$ cat src/include/cld_pkg.sv
package cld_pkg;
  // register byte addresses on the apb slave
  localparam logic [7:0] ADDR_CONFIG = 8'h00;
  localparam logic [7:0] ADDR_HOLD   = 8'h04;
  localparam logic [7:0] ADDR_STATUS = 8'h08;
  localparam logic [7:0] ADDR_TEST   = 8'h0C;

  // reset values
  localparam logic [7:0] CONFIG_RST = 8'h00;
  localparam logic [7:0] HOLD_RST   = 8'h04;
  localparam logic [1:0] TEST_RST   = 2'h0;

  // led_display_config field layout
  localparam int MODE_LSB      = 0;
  localparam int ALWAYS_ON_BIT = 3;
  localparam int COUNT_LSB     = 4;

  // display mode codes
  localparam logic [2:0] SEL_NONE   = 3'h0;
  localparam logic [2:0] SEL_SINGLE = 3'h1;
  localparam logic [2:0] SEL_FOUR   = 3'h2;
  localparam logic [2:0] SEL_EXT_2W = 3'h3;
  localparam logic [2:0] SEL_EXT_1W = 3'h4;

  // test register bits
  localparam int TEST_ON_BIT  = 0;
  localparam int TEST_OFF_BIT = 1;

  // status register fields
  localparam int STAT_ACTIVE_BIT = 0;
  localparam int STAT_BUSY_BIT   = 1;
  localparam int STAT_LIT_LSB    = 8;
  localparam int STAT_PCT_LSB    = 16;

  // charge scale and display figures
  localparam logic [6:0] PCT_FULL       = 7'h64;
  localparam logic [6:0] SINGLE_CAP_PCT = 7'h5A;
  localparam logic [4:0] FOUR_LEDS      = 5'h04;
  localparam logic [4:0] CHAIN_ONE_REG  = 5'h08;
  localparam logic [4:0] EXT_MIN_LEDS   = 5'h02;
  localparam logic [1:0] REQ_HELD_SECS  = 2'h2;

  // request level: adc code of 2.5 v on the request pin
  localparam int         ADC_W          = 12;
  localparam logic [11:0] REQ_LEVEL_CODE = 12'h800;

  // timing
  localparam int CLK_NS        = 20;
  localparam int SEC_NS        = 1000000000;
  localparam int SEC_CYCLES    = SEC_NS / CLK_NS;
  localparam int SLOTS_PER_SEC = 100;
  localparam int SHIFT_HALF_NS = 1000;
  localparam int SHIFT_HALF_CYC = (SHIFT_HALF_NS + CLK_NS - 1) / CLK_NS;

  // decoded display mode
  typedef enum logic [4:0] {
    MD_NONE   = 5'b00001,
    MD_SINGLE = 5'b00010,
    MD_FOUR   = 5'b00100,
    MD_EXT_2W = 5'b01000,
    MD_EXT_1W = 5'b10000
  } cld_mode_e;
endpackage

$ cat src/cld_lit_count.sv
`timescale 1ns/1ps
module cld_lit_count (
  // charge and led count
  input  wire logic [6:0] charge_pct,
  input  wire logic [4:0] led_total,
  // number of leds to light
  output logic      [4:0] lit_count
);
  logic [10:0] prod;
  logic [10:0] quot;

  // equal steps over the leds, rounded up, zero at zero charge
  assign prod = 11'(charge_pct) * 11'(led_total);
  assign quot = 11'((prod + 11'(cld_pkg::PCT_FULL) - 11'd1) / 11'(cld_pkg::PCT_FULL));
  assign lit_count = quot[4:0];
endmodule

$ cat src/cld_shift_out.sv
`timescale 1ns/1ps
module cld_shift_out (
  // clock and reset
  input  wire logic       core_clk,
  input  wire logic       rst_n,
  // request
  input  wire logic       start,
  input  wire logic [4:0] lit_count,
  input  wire logic       long_chain,
  // serial pins and state
  output logic            shift_clk,
  output logic            shift_data,
  output logic            busy
);
  typedef enum logic [2:0] {
    SH_IDLE = 3'b001,
    SH_LOW  = 3'b010,
    SH_HIGH = 3'b100
  } cld_shift_e;

  localparam logic [7:0] HALF_LAST = 8'(cld_pkg::SHIFT_HALF_CYC - 1);

  cld_shift_e state_r, state_nxt;
  logic [4:0] bit_r, bit_nxt;
  logic [4:0] lit_r, lit_nxt;
  logic [7:0] cnt_r, cnt_nxt;
  logic       clk_r, clk_nxt;
  logic       dat_r, dat_nxt;

  // bits go out farthest led first; data settles a half period before the rise
  always_comb begin
    state_nxt = state_r;
    bit_nxt   = bit_r;
    lit_nxt   = lit_r;
    cnt_nxt   = cnt_r + 8'd1;
    clk_nxt   = clk_r;
    dat_nxt   = dat_r;
    unique case (state_r)
      SH_IDLE: begin
        cnt_nxt = 8'd0;
        if (start) begin
          state_nxt = SH_LOW;
          lit_nxt   = lit_count;
          bit_nxt   = long_chain ? 5'd15 : 5'd7;
          dat_nxt   = (long_chain ? 5'd15 : 5'd7) < lit_count;
          clk_nxt   = 1'b0;
        end
      end
      SH_LOW: begin
        if (cnt_r == HALF_LAST) begin
          state_nxt = SH_HIGH;
          cnt_nxt   = 8'd0;
          clk_nxt   = 1'b1;
        end
      end
      SH_HIGH: begin
        if (cnt_r == HALF_LAST) begin
          cnt_nxt = 8'd0;
          clk_nxt = 1'b0;
          if (bit_r == 5'd0) begin
            state_nxt = SH_IDLE;
            dat_nxt   = 1'b0;
          end else begin
            state_nxt = SH_LOW;
            bit_nxt   = bit_r - 5'd1;
            dat_nxt   = (bit_r - 5'd1) < lit_r;
          end
        end
      end
    endcase
  end

  always_ff @(posedge core_clk or negedge rst_n) begin
    if (!rst_n) begin
      state_r <= SH_IDLE;
      bit_r   <= 5'd0;
      lit_r   <= 5'd0;
      cnt_r   <= 8'd0;
      clk_r   <= 1'b0;
      dat_r   <= 1'b0;
    end else begin
      state_r <= state_nxt;
      bit_r   <= bit_nxt;
      lit_r   <= lit_nxt;
      cnt_r   <= cnt_nxt;
      clk_r   <= clk_nxt;
      dat_r   <= dat_nxt;
    end
  end

  assign shift_clk  = clk_r;
  assign shift_data = dat_r;
  assign busy       = state_r != SH_IDLE;
endmodule

$ cat src/cld_display.sv
// The placing of the registers and the APB register port were left to the implementer.
`timescale 1ns/1ps
// Behaviour
// - mode field 2:0 selects none/single/four/external
// - always-on bit keeps display lit, not single
// - otherwise request held one to two seconds
// - hold interval: lit time or refresh period
// - count code 7:4 gives code plus one, code zero gives two
// - charge split evenly across external leds
// - adc level of 2.5 v means request
// - single led blinks 1 s, duty equals charge
// - single led duty capped at 90 percent
// - four leds form quarter-step bar graph
// - external chain shifted out, 8 or 16 bits
// - external leds blank after hold seconds
// - test bits force leds on or off
module cld_display #(
  parameter int unsigned SEC_CYCLES = cld_pkg::SEC_CYCLES
) (
  // clock and reset
  input  wire logic        core_clk,
  input  wire logic        rst_n,
  // apb slave
  input  wire logic        psel,
  input  wire logic        penable,
  input  wire logic        pwrite,
  input  wire logic [7:0]  paddr,
  input  wire logic [31:0] pwdata,
  output logic      [31:0] prdata,
  output logic             pready,
  output logic             pslverr,
  // gauge inputs
  input  wire logic [6:0]  relative_charge_percent,
  input  wire logic [11:0] display_request_pin,
  // led and link pins
  output logic             first_led_or_shift_clock_pin,
  output logic             second_led_or_shift_data_pin,
  output logic             third_led_pin,
  output logic             fourth_led_pin,
  output logic             bias_supply_output,
  output logic             single_wire_link_sel
);
  localparam int unsigned SLOT_CYCLES = SEC_CYCLES / cld_pkg::SLOTS_PER_SEC;
  localparam logic [6:0]  SLOT_LAST   = 7'(cld_pkg::SLOTS_PER_SEC - 1);

  typedef enum logic [1:0] {
    DS_OFF = 2'b01,
    DS_ON  = 2'b10
  } cld_disp_e;

  // mode decode; illegal codes decode as no display, but the bias supply stays on
  function automatic cld_pkg::cld_mode_e mode_of(input logic [7:0] cfg);
    case (cfg[cld_pkg::MODE_LSB +: 3])
      cld_pkg::SEL_SINGLE: mode_of = cld_pkg::MD_SINGLE;
      cld_pkg::SEL_FOUR:   mode_of = cld_pkg::MD_FOUR;
      cld_pkg::SEL_EXT_2W: mode_of = cld_pkg::MD_EXT_2W;
      cld_pkg::SEL_EXT_1W: mode_of = cld_pkg::MD_EXT_1W;
      default:             mode_of = cld_pkg::MD_NONE;
    endcase
  endfunction

  function automatic logic is_mapped(input logic [7:0] addr);
    is_mapped = (addr == cld_pkg::ADDR_CONFIG) || (addr == cld_pkg::ADDR_HOLD) ||
                (addr == cld_pkg::ADDR_STATUS) || (addr == cld_pkg::ADDR_TEST);
  endfunction

  logic [7:0]  cfg_r, cfg_nxt;
  logic [7:0]  hold_r, hold_nxt;
  logic [1:0]  test_r, test_nxt;
  logic [31:0] rd_r, rd_nxt;
  logic [31:0] tb_r, tb_nxt;
  logic [6:0]  slot_r, slot_nxt;
  logic [1:0]  held_r, held_nxt;
  cld_disp_e   disp_r, disp_nxt;
  logic [7:0]  secs_r, secs_nxt;
  logic [6:0]  pct_r, pct_nxt;
  logic [4:0]  sent_r, sent_nxt;
  logic [3:0]  pins_r, pins_nxt;

  cld_pkg::cld_mode_e mode;
  logic       wr_en;
  logic       sec_tick;
  logic       req_level;
  logic       req_accept;
  logic       always_on;
  logic       force_on;
  logic       force_off;
  logic       disp_on;
  logic       is_ext;
  logic [7:0] hold_eff;
  logic [6:0] pct_in;
  logic [6:0] cap_pct;
  logic [4:0] led_total;
  logic [4:0] lit_now;
  logic [4:0] lit_eff;
  logic       sh_start;
  logic       sh_clk;
  logic       sh_data;
  logic       sh_busy;

  // decoded configuration
  assign mode      = mode_of(cfg_r);
  assign is_ext    = (mode == cld_pkg::MD_EXT_2W) || (mode == cld_pkg::MD_EXT_1W);
  assign always_on = cfg_r[cld_pkg::ALWAYS_ON_BIT] && (mode != cld_pkg::MD_SINGLE) &&
                     (mode != cld_pkg::MD_NONE);
  assign force_on  = test_r[cld_pkg::TEST_ON_BIT] && !test_r[cld_pkg::TEST_OFF_BIT];
  assign force_off = test_r[cld_pkg::TEST_OFF_BIT];
  assign disp_on   = disp_r == DS_ON;
  assign hold_eff  = (hold_r == 8'h00) ? 8'h01 : hold_r; // zero hold counts as a one second hold
  assign pct_in    = (relative_charge_percent > cld_pkg::PCT_FULL) ? cld_pkg::PCT_FULL
                                                                  : relative_charge_percent;
  assign cap_pct   = (pct_r > cld_pkg::SINGLE_CAP_PCT) ? cld_pkg::SINGLE_CAP_PCT : pct_r;

  // led total: reserved code zero falls back to the smallest chain
  always_comb begin
    if (mode == cld_pkg::MD_FOUR) begin
      led_total = cld_pkg::FOUR_LEDS;
    end else if (cfg_r[cld_pkg::COUNT_LSB +: 4] == 4'h0) begin
      led_total = cld_pkg::EXT_MIN_LEDS;
    end else begin
      led_total = 5'(cfg_r[cld_pkg::COUNT_LSB +: 4]) + 5'd1;
    end
  end

  cld_lit_count u_lit (
    .charge_pct (pct_r),
    .led_total  (led_total),
    .lit_count  (lit_now)
  );

  // pattern actually shown, test forcing overrides the charge level
  always_comb begin
    if (force_off) begin
      lit_eff = 5'd0;
    end else if (force_on) begin
      lit_eff = led_total;
    end else if (disp_on) begin
      lit_eff = lit_now;
    end else begin
      lit_eff = 5'd0;
    end
  end

  // apb: zero wait states, read data captured in the setup cycle
  assign wr_en   = psel && penable && pwrite;
  assign pready  = 1'b1;
  assign pslverr = psel && penable && !is_mapped(paddr);
  assign prdata  = rd_r;

  always_comb begin
    cfg_nxt  = cfg_r;
    hold_nxt = hold_r;
    test_nxt = test_r;
    rd_nxt   = rd_r;
    if (wr_en && paddr == cld_pkg::ADDR_CONFIG) begin
      cfg_nxt = pwdata[7:0];
    end
    if (wr_en && paddr == cld_pkg::ADDR_HOLD) begin
      hold_nxt = pwdata[7:0];
    end
    if (wr_en && paddr == cld_pkg::ADDR_TEST) begin
      test_nxt = pwdata[1:0];
    end
    if (psel && !penable && !pwrite) begin
      rd_nxt = 32'h0000_0000;
      if (paddr == cld_pkg::ADDR_CONFIG) begin
        rd_nxt[7:0] = cfg_r;
      end else if (paddr == cld_pkg::ADDR_HOLD) begin
        rd_nxt[7:0] = hold_r;
      end else if (paddr == cld_pkg::ADDR_TEST) begin
        rd_nxt[1:0] = test_r;
      end else if (paddr == cld_pkg::ADDR_STATUS) begin
        rd_nxt[cld_pkg::STAT_ACTIVE_BIT]    = disp_on;
        rd_nxt[cld_pkg::STAT_BUSY_BIT]      = sh_busy;
        rd_nxt[cld_pkg::STAT_LIT_LSB +: 5]  = lit_eff;
        rd_nxt[cld_pkg::STAT_PCT_LSB +: 7]  = pct_r;
      end
    end
  end

  always_ff @(posedge core_clk or negedge rst_n) begin
    if (!rst_n) begin
      cfg_r  <= cld_pkg::CONFIG_RST;
      hold_r <= cld_pkg::HOLD_RST;
      test_r <= cld_pkg::TEST_RST;
      rd_r   <= 32'h0000_0000;
    end else begin
      cfg_r  <= cfg_nxt;
      hold_r <= hold_nxt;
      test_r <= test_nxt;
      rd_r   <= rd_nxt;
    end
  end

  // timebase: one hundred slots per second, slot is the blink step
  assign sec_tick = (tb_r == 32'(SLOT_CYCLES - 1)) && (slot_r == SLOT_LAST);

  always_comb begin
    tb_nxt   = tb_r + 32'd1;
    slot_nxt = slot_r;
    if (tb_r == 32'(SLOT_CYCLES - 1)) begin
      tb_nxt   = 32'h0000_0000;
      slot_nxt = (slot_r == SLOT_LAST) ? 7'd0 : slot_r + 7'd1;
    end
  end

  // request: level threshold, then two second ticks while held
  assign req_level  = display_request_pin >= cld_pkg::REQ_LEVEL_CODE;
  assign req_accept = req_level && sec_tick && (held_r == cld_pkg::REQ_HELD_SECS - 2'd1);

  always_comb begin
    held_nxt = held_r;
    if (!req_level) begin
      held_nxt = 2'd0;
    end else if (sec_tick && held_r != cld_pkg::REQ_HELD_SECS) begin
      held_nxt = held_r + 2'd1; // one press lights the display once
    end
  end

  // display state: on for the hold interval, or refreshed every interval
  always_comb begin
    disp_nxt = disp_r;
    secs_nxt = secs_r;
    pct_nxt  = pct_r;
    unique case (disp_r)
      DS_OFF: begin
        if (mode != cld_pkg::MD_NONE && (always_on || req_accept || force_on)) begin
          disp_nxt = DS_ON;
          secs_nxt = 8'd0;
          pct_nxt  = pct_in;
        end
      end
      DS_ON: begin
        if (mode == cld_pkg::MD_NONE) begin
          disp_nxt = DS_OFF;
        end else if (req_accept) begin
          secs_nxt = 8'd0;
          pct_nxt  = pct_in;
        end else if (sec_tick) begin
          secs_nxt = secs_r + 8'd1;
          if (secs_r + 8'd1 >= hold_eff) begin
            secs_nxt = 8'd0;
            pct_nxt  = pct_in;
            if (!always_on && !force_on) begin
              disp_nxt = DS_OFF;
            end
          end
        end
      end
    endcase
    // a shorter interval written mid-count must not leave the count past its end
    if (wr_en && paddr == cld_pkg::ADDR_HOLD) begin
      secs_nxt = 8'd0;
    end
  end

  // external chain: resend whenever the shown count differs from the last sent
  assign sh_start = is_ext && !sh_busy && (lit_eff != sent_r);

  always_comb begin
    sent_nxt = sent_r;
    if (!is_ext) begin
      sent_nxt = 5'd0;
    end else if (sh_start) begin
      sent_nxt = lit_eff;
    end
  end

  cld_shift_out u_shift (
    .core_clk   (core_clk),
    .rst_n      (rst_n),
    .start      (sh_start),
    .lit_count  (lit_eff),
    .long_chain (led_total > cld_pkg::CHAIN_ONE_REG),
    .shift_clk  (sh_clk),
    .shift_data (sh_data),
    .busy       (sh_busy)
  );

  // pin mux per mode
  always_comb begin
    pins_nxt = 4'h0;
    unique case (mode)
      cld_pkg::MD_NONE: begin
        pins_nxt = 4'h0;
      end
      cld_pkg::MD_SINGLE: begin
        pins_nxt[0] = force_on || (!force_off && disp_on && slot_r < cap_pct);
      end
      cld_pkg::MD_FOUR: begin
        for (int i = 0; i < 4; i++) begin
          pins_nxt[i] = 5'(i) < lit_eff;
        end
      end
      cld_pkg::MD_EXT_2W, cld_pkg::MD_EXT_1W: begin
        pins_nxt[0] = sh_clk;
        pins_nxt[1] = sh_data;
      end
    endcase
  end

  always_ff @(posedge core_clk or negedge rst_n) begin
    if (!rst_n) begin
      tb_r   <= 32'h0000_0000;
      slot_r <= 7'd0;
      held_r <= 2'd0;
      disp_r <= DS_OFF;
      secs_r <= 8'd0;
      pct_r  <= 7'd0;
      sent_r <= 5'd0;
      pins_r <= 4'h0;
    end else begin
      tb_r   <= tb_nxt;
      slot_r <= slot_nxt;
      held_r <= held_nxt;
      disp_r <= disp_nxt;
      secs_r <= secs_nxt;
      pct_r  <= pct_nxt;
      sent_r <= sent_nxt;
      pins_r <= pins_nxt;
    end
  end

  // pins: bias follows the raw mode field code, link select the decoded mode
  assign first_led_or_shift_clock_pin = pins_r[0];
  assign second_led_or_shift_data_pin = pins_r[1];
  assign third_led_pin                = pins_r[2];
  assign fourth_led_pin               = pins_r[3];
  assign bias_supply_output           = cfg_r[cld_pkg::MODE_LSB +: 3] != cld_pkg::SEL_NONE;
  assign single_wire_link_sel         = mode == cld_pkg::MD_EXT_1W;
endmodule

$ cat config.mk
export PLATFORM = sky130hd
export DESIGN_NAME = cld_display
export DESIGN_NICKNAME = d
export VERILOG_FILES = /design/src/include/cld_pkg.sv /design/src/cld_lit_count.sv /design/src/cld_shift_out.sv /design/src/cld_display.sv
export SDC_FILE = /design/constraint.sdc
export NUM_CORES = 1
export LEC_CHECK = 0
export CORE_ASPECT_RATIO = 0.9
export CORE_UTILIZATION = 60
export CTS_CLUSTER_SIZE = 25
export DETAILED_ROUTE_END_ITERATION = 7
export DONT_BUFFER_PORTS = 1
export HOLD_SLACK_MARGIN = 0.08
export PLACE_DENSITY = 0.82
export SLEW_MARGIN = 0
export SYNTH_ARGS = -nofsm -noshare
export SYNTH_HDL_FRONTEND = slang
export SYNTH_HIERARCHICAL = 1
export SYNTH_SLANG_ARGS = --single-unit
$ cat constraint.sdc
create_clock -name core_clk -period 8.5 [get_ports core_clk]
set_clock_uncertainty 0.05 [all_clocks]
set_input_delay 0.425 -clock core_clk [delete_from_list [all_inputs] [get_ports core_clk]]
set_output_delay 0.425 -clock core_clk [all_outputs]
set_load 0.02 [all_outputs]
After elaboration in Yosys (flattened, before gate mapping)
Cells that the tools add are included.

Muxes and demuxes: 71. Div/mod/pow operators: 1. Add/subtract/negate cells: 9. Multiply operators: 1. Equal/unequal tests: 43. $lt $le $gt $ge: 12. Reductions and logical operators: 50.

Operators with widths (number): 2-to-1 mux 7 bit (12); 2-to-1 mux 8 bit (9); 2-to-1 mux 5 bit (14); adder 32 x 1 -> 32 bit, second input constant (1); == test 32 x 19 -> 1 bit, second input constant (1); 2-to-1 mux 32 bit (1); one-hot mux 8 bit (2 select lines) (2); 2-to-1 mux 2 bit (13); logical AND 1 bit (21); one-hot mux 5 bit (4 select lines) (1); adder 8 x 1 -> 8 bit, second input constant (2); == test 8 x 4 -> 1 bit, second input constant (2); zero test 8 bit (2); > comparator 7 bit, second input constant (2); one-hot mux 7 bit (2 select lines) (1); >= comparator 12 bit, second input constant (1); != test 3 x 2 -> 1 bit, second input constant (4); adder 11 x 7 -> 11 bit, second input constant (1); divider 11 x 7 -> 11 bit, second input constant (1); multiplier 7 x 5 -> 11 bit (1); subtractor 11 x 1 -> 11 bit, second input constant (1); < comparator 1 x 5 -> 1 bit, first input constant (2); < comparator 2 x 5 -> 1 bit, first input constant (2); < comparator 5 bit (2); 49 further kinds (88).

Register bits: 128. Output and inout port bits: 40. Input bits: 64. Logic and storage cells: 205.

Logic depth before layout (Yosys ltp)
Depth in word-level cells: 15. Depth in mapped cells: 38.

Hierarchy
The synthesis kept the hierarchy.

By module, submodules not included: cld_display (times used 1, area each 5858.1 um^2, cells each 610); cld_lit_count (times used 1, area each 1941.9 um^2, cells each 255); cld_shift_out (times used 1, area each 1258.7 um^2, cells each 126).

Worst setup path before layout
Ideal clock, no wire load.

Path type: register to register. From: register cfg_r[4]. To: register u_shift.lit_r[0]. Slack: 0.780 ns. Clock period less this slack: 7.720 ns. Buffers on the path: 2. Data required time: 8.325 ns. Data arrival time: 7.545 ns. Cell stages (with the launch flop): 34. Cells stage by stage: dfrtp_1 inv_1 ha_1 nor3b_1 nor3_1 and2_1 fa_1 fa_1 inv_1 fa_1 inv_1 ha_1 o21a_1 a2111oi_2 or2_2 xor2_2 buf_4 o2111ai_1 o41a_1 nand2_1 o311ai_1 o211ai_1 or2_2 nand2_1 a22oi_1 nor4_1 a2111oi_0 and4_1 a21oi_2 and2_1 inv_1 nor2_1 buf_4 mux2_2.

Longest elaborated chain between the ends: 13. Elaborated cells on any way between the ends: 14.

RTL lines: from (decl) (line cld_display.sv:67) `logic [7:0] cfg_r, cfg_nxt;`; from (signal assigned) (line cld_display.sv:183) `cfg_r <= cld_pkg::CONFIG_RST;`; from (signal assigned) (line cld_display.sv:188) `cfg_r <= cfg_nxt;`; adder 4 x 1 -> 5 bit or zero test 4 bit (tied branches) (line cld_display.sv:121, cld_display.sv:118); 2-to-1 mux 5 bit (*) (line cld_display.sv:118) `end else if (cfg_r[cld_pkg::COUNT_LSB +: 4] == 4'h0) begin`; 2-to-1 mux 5 bit (*) (line cld_display.sv:116) `if (mode == cld_pkg::MD_FOUR) begin`; via led_total[0] (line cld_display.sv:93) `logic [4:0] led_total;`; multiplier 7 x 5 -> 11 bit (*) (line cld_lit_count.sv:13) `assign prod = 11'(charge_pct) * 11'(led_total);`; adder 11 x 7 -> 11 bit (*) (line cld_lit_count.sv:14) `assign quot = 11'((prod + 11'(cld_pkg::PCT_FULL) - 11'd1) / 11'(cld_pkg::PCT_FULL));`; subtractor 11 x 1 -> 11 bit (*) (line cld_lit_count.sv:14); divider 11 x 7 -> 11 bit (*) (line cld_lit_count.sv:14); via lit_now[1] (line cld_display.sv:94) `logic [4:0] lit_now;`; 2-to-1 mux 5 bit (*) (line cld_display.sv:137) `end else if (disp_on) begin`; 2-to-1 mux 5 bit (*) (line cld_display.sv:135) `end else if (force_on) begin`; 2-to-1 mux 5 bit (*) (line cld_display.sv:133) `if (force_off) begin`; != test 5 bit (*) (line cld_display.sv:258) `assign sh_start = is_ext && !sh_busy && (lit_eff != sent_r);`; logical AND 1 bit (*) (line cld_display.sv:258); via sh_start (line cld_display.sv:96) `logic sh_start;`; AND reduction 2 bit (no line) (*); to (signal assigned) (line cld_shift_out.sv:84) `lit_r <= lit_nxt;`; to (decl) (line cld_shift_out.sv:25) `logic [4:0] lit_r, lit_nxt;`.

The timed path passes the listed nets; every way through them passes the cells marked *. A chain may end at the register's enable or synchronous reset.

Worst setup path in the final report
From: register cfg_r[1]. To: register u_shift.bit_r[3].

Longest elaborated chain between the ends: 15. Elaborated cells on any way between the ends: 26.

RTL lines: == test 3 bit (tied with other cells) (line cld_display.sv:53) `case (cfg[cld_pkg::MODE_LSB +: 3])`; one-hot mux 5 bit (4 select lines) (*) (line cld_display.sv:53); == test 5 x 3 -> 1 bit (*) (line cld_display.sv:116); 2-to-1 mux 5 bit (*) (line cld_display.sv:116); via led_total[3] (line cld_display.sv:93); multiplier 7 x 5 -> 11 bit (*) (line cld_lit_count.sv:13); adder 11 x 7 -> 11 bit (*) (line cld_lit_count.sv:14); subtractor 11 x 1 -> 11 bit (*) (line cld_lit_count.sv:14); [1 not listed]; via lit_now[0] (line cld_display.sv:94); 2-to-1 mux 5 bit (*) (line cld_display.sv:137); 2-to-1 mux 5 bit (*) (line cld_display.sv:135); 2-to-1 mux 5 bit (*) (line cld_display.sv:133); != test 5 bit (*) (line cld_display.sv:258); logical AND 1 bit (*) (line cld_display.sv:258); via sh_start (line cld_display.sv:96); != test 2 bit (no line) (*); AND reduction 4 bit (no line) (*); to (signal assigned) (line cld_shift_out.sv:83) `bit_r <= bit_nxt;`; to (decl) (line cld_shift_out.sv:24) `logic [4:0] bit_r, bit_nxt;`.

The timed path passes the listed nets; every way through them passes the cells marked *. The select of a mux whose other input is x is not followed.

==> flow_summary.yaml <==
status:
  status: "finished clean"
place:
  gp_congestion: 0.8399
  dpl.hpwl_um: 14500
  portBuffers: 0
  dp_slack_ns: 0.1297
  dp_cells: 1170
yosys:
  yosysWarnings: 6
  async_reset_ff_frac: 1.000
  syn_area_mm2: 0.009059
  yosysSeqAreaShare: 0.3540
  syn_area_per_cell_um2: 9.141
  ys_types: 98
  synth_cells: 991
  synth_edf_count: 0
  synth_ff_type: "dfrtp_1"
  ys_ff_latch: 128
clocking:
  cts_tree: "done"
  cts_sinks: 128
  clockBufferDepth: 2
  cts_buffers: 17
  htree_levels: 4
  cts_root_buffer: "clkbuf_16"
  clk_latency_ns: 0.43
  path_clk_slew_ns: 0.06
grt:
  grt_pass1_vias: 6986
  overflow: 0
  grt_max_degree: 129
  grt_pass1_wl_um: 34760
  track_usage: 0.2781
  antenna_found_initial: 1
critical_path:
  critPathKind: "reg2reg"
  cp-end-kind: "flop"
  cpPeakStageDelay_ns: 0.55
  cp.required_ns: 8.79
  crit_path_start_kind: "flop"
  cpMostUsedCell: "buf_4"
  arrival_ns: 8.44
  slowest_stage: "fa_1"
  cp_max_fo: 12
timing:
  relSlewSlack: 0.1569
  fin_crit_ns: 8.157
  post-route-period-util: 0.9597
  worstMarginPinSlew_ns: 1.258
  finalHoldViolCount: 0
  final.setup.tns_ns: 0
  report.final.setup_viol: 0
  drv_slew: 0
  fin_ws_ns: 0.3429
  max_freq_ghz: 0.1226
layout:
  fillCellCount: 1107
  final_layout_size_suffix_gt1_frac: 0.1550
  area_growth_pct: 13.87
  final_common_cell: "dfrtp_1"
  finalNonFillerCells: 1231
  finalNetCount: 1150
  layout_common_cells: "dfrtp_1, nand2_1, inv_1, nor2_1, ha_1"
routing:
  detail_route.first_pass.iterations: 5
  wl_per_cell_um: 17.46
  final_antenna_net_count: 0
  drt-total-wl_um: 21500
  drt_iter0_drc: 584
  vias: 7476
  drc: 0
  via_per_inst: 6.073
die:
  core_area_mm2: 0.01471
  num_rows: 42
  dieArea_mm2: 0.01559
  dieHeight_um: 118.6
  ioPinCount: 104
  fp.dieW_um: 131.5
  start_util: 0.6156
run:
  cap_viol_max_count: 0
power_and_ir_drop:
  p_per_area_mw_per_mm2: 260.2
  peakVddDrop_mv: 0.2538
  leakagePower_nw: 4.695
  p_total_mw: 2.684
worst_hold_path:
  hold_path_class: "in2reg"
[power by group]
part | switching [mW] | leakage (nW) | internal, mW | total, mW
logic | 0.737 | 2.74 | 0.518 | 1.26
clock network | 0.281 | 0.279 | 0.438 | 0.719
registers | 0.0674 | 1.68 | 0.642 | 0.710
[final cells by class]
class	instances	area [um^2]	share of cell area
flip-flops and latches	128	3207	0.3109
diodes	1	2.502	0.0002426
multi-input cells	750	5599	0.5428
repair buffers	42	377.9	0.03663
clock buffers	19	442.9	0.04294
clock inverters	13	137.6	0.01334
inverters	80	300.3	0.02911
well taps	198	247.7	0.02402
[worst max-delay path, delay by kind of cell, from the launching register on]
family / cells / cell delay [ns]
AO/OA/AOI/OAI: 10 / 1.88
flip-flops: 1 / 0.38
AND/OR/NAND/NOR: 9 / 1.58
buffers and inverters: 10 / 1.32
multiplexers: 4 / 1.13
adder cells (fa/ha/maj): 4 / 1.71
[final timing paths]
| check | startpoint | cells past startpoint | slack [ns] | end |
|---|---|---|---|---|
| max in group asynchronous | rst_n | 2 | 7.28 | prdata[22] |
| min reg2reg | tb_r[31] | 1 | 0.43 | tb_r[31] |
| min | relative_charge_percent[1] | 2 | 0.09 | pct_r[1] |
| max reg2reg | cfg_r[1] | 37 | 0.34 | u_shift/bit_r[3] |
| max | cfg_r[1] | 37 | 0.34 | u_shift/bit_r[3] |
| min in group asynchronous | rst_n | 2 | 0.60 | prdata[10] |
[Yosys cell counts (all sizes together), types with 4 or more instances]
cell     instances  area share
dfrtp          125        0.35
nand2          124       0.052
inv             80       0.033
nor2            71       0.030
ha              51       0.070
o21ai           47       0.026
a21oi           45       0.027
xnor2           38       0.037
buf             31       0.024
nand3           31       0.017
and2            25       0.017
xor2            21       0.021
mux2i           19       0.021
nor3            17       0.012
fa              16       0.035
a22o            14       0.014
clkbuf          14      0.0059
a21o            13       0.011
and3            13      0.0091
mux2            13       0.017
nand2b          13      0.0090
nand4           12      0.0083
a211oi          10      0.0088
or3              9      0.0069
nor2b            8      0.0055
nor4             8      0.0086
a2111oi          7      0.0076
a31oi            7      0.0065
and4             7      0.0069
nor3b            7      0.0076
o2111ai          7      0.0068
o211ai           6      0.0050
o22ai            6      0.0041
or2              6      0.0041
o31ai            5      0.0041
nand3b           4      0.0033
nor4b            4      0.0059
or3b             4      0.0039
[logic make-up after synthesis]
group	Yosys count	synth area share
AO/OA/AOI/OAI	207	0.1622
XOR/XNOR	59	0.05787
multiplexers	34	0.04254
flip-flops	128	0.3540
buffers and inverters	125	0.06285
AND/OR/NAND/NOR	368	0.2128
adder cells (fa/ha/maj)	68	0.1069
other	2	0.0008290
[metal layers]
layer	track usage	share of wire	up-vias
li1	-	-	3522
met1	0.3725	0.44	3649
met2	0.4458	0.48	264
met3	0.06221	0.057	41
met4	0.09375	0.021	0
met5	0	0	-
[sequential cells by signal, summed over array words and instances (netlist names), 7 cells and up]
name / count
secs_r: 8
pct_r: 7
hold_r: 8
cfg_r: 8
slot_r: 7
tb_r: 32
prdata: 20
u_shift/cnt_r: 8
[repair_timing]
item / 4_1_cts / 5_1_grt
resized for setup: 0 / 54
buffers inserted: 0 / 14
hold buffers: 12 / 1
endpoints found under the hold margin: 140 / 1
endpoints found under the setup margin: 0 / 14
[per-stage QoR]
stage	util	area (um^2)	hold WS [ns]
global placement	0.6250	9196	0.08119
detailed placement	0.6250	9196	0.08083
global route	0.7010	10310	0.08529
CTS	0.6738	9915	0.08096
finish	0.7010	10310	0.08986
floorplan	-	9100	0.07941
Power figures use the tool's default switching activity.
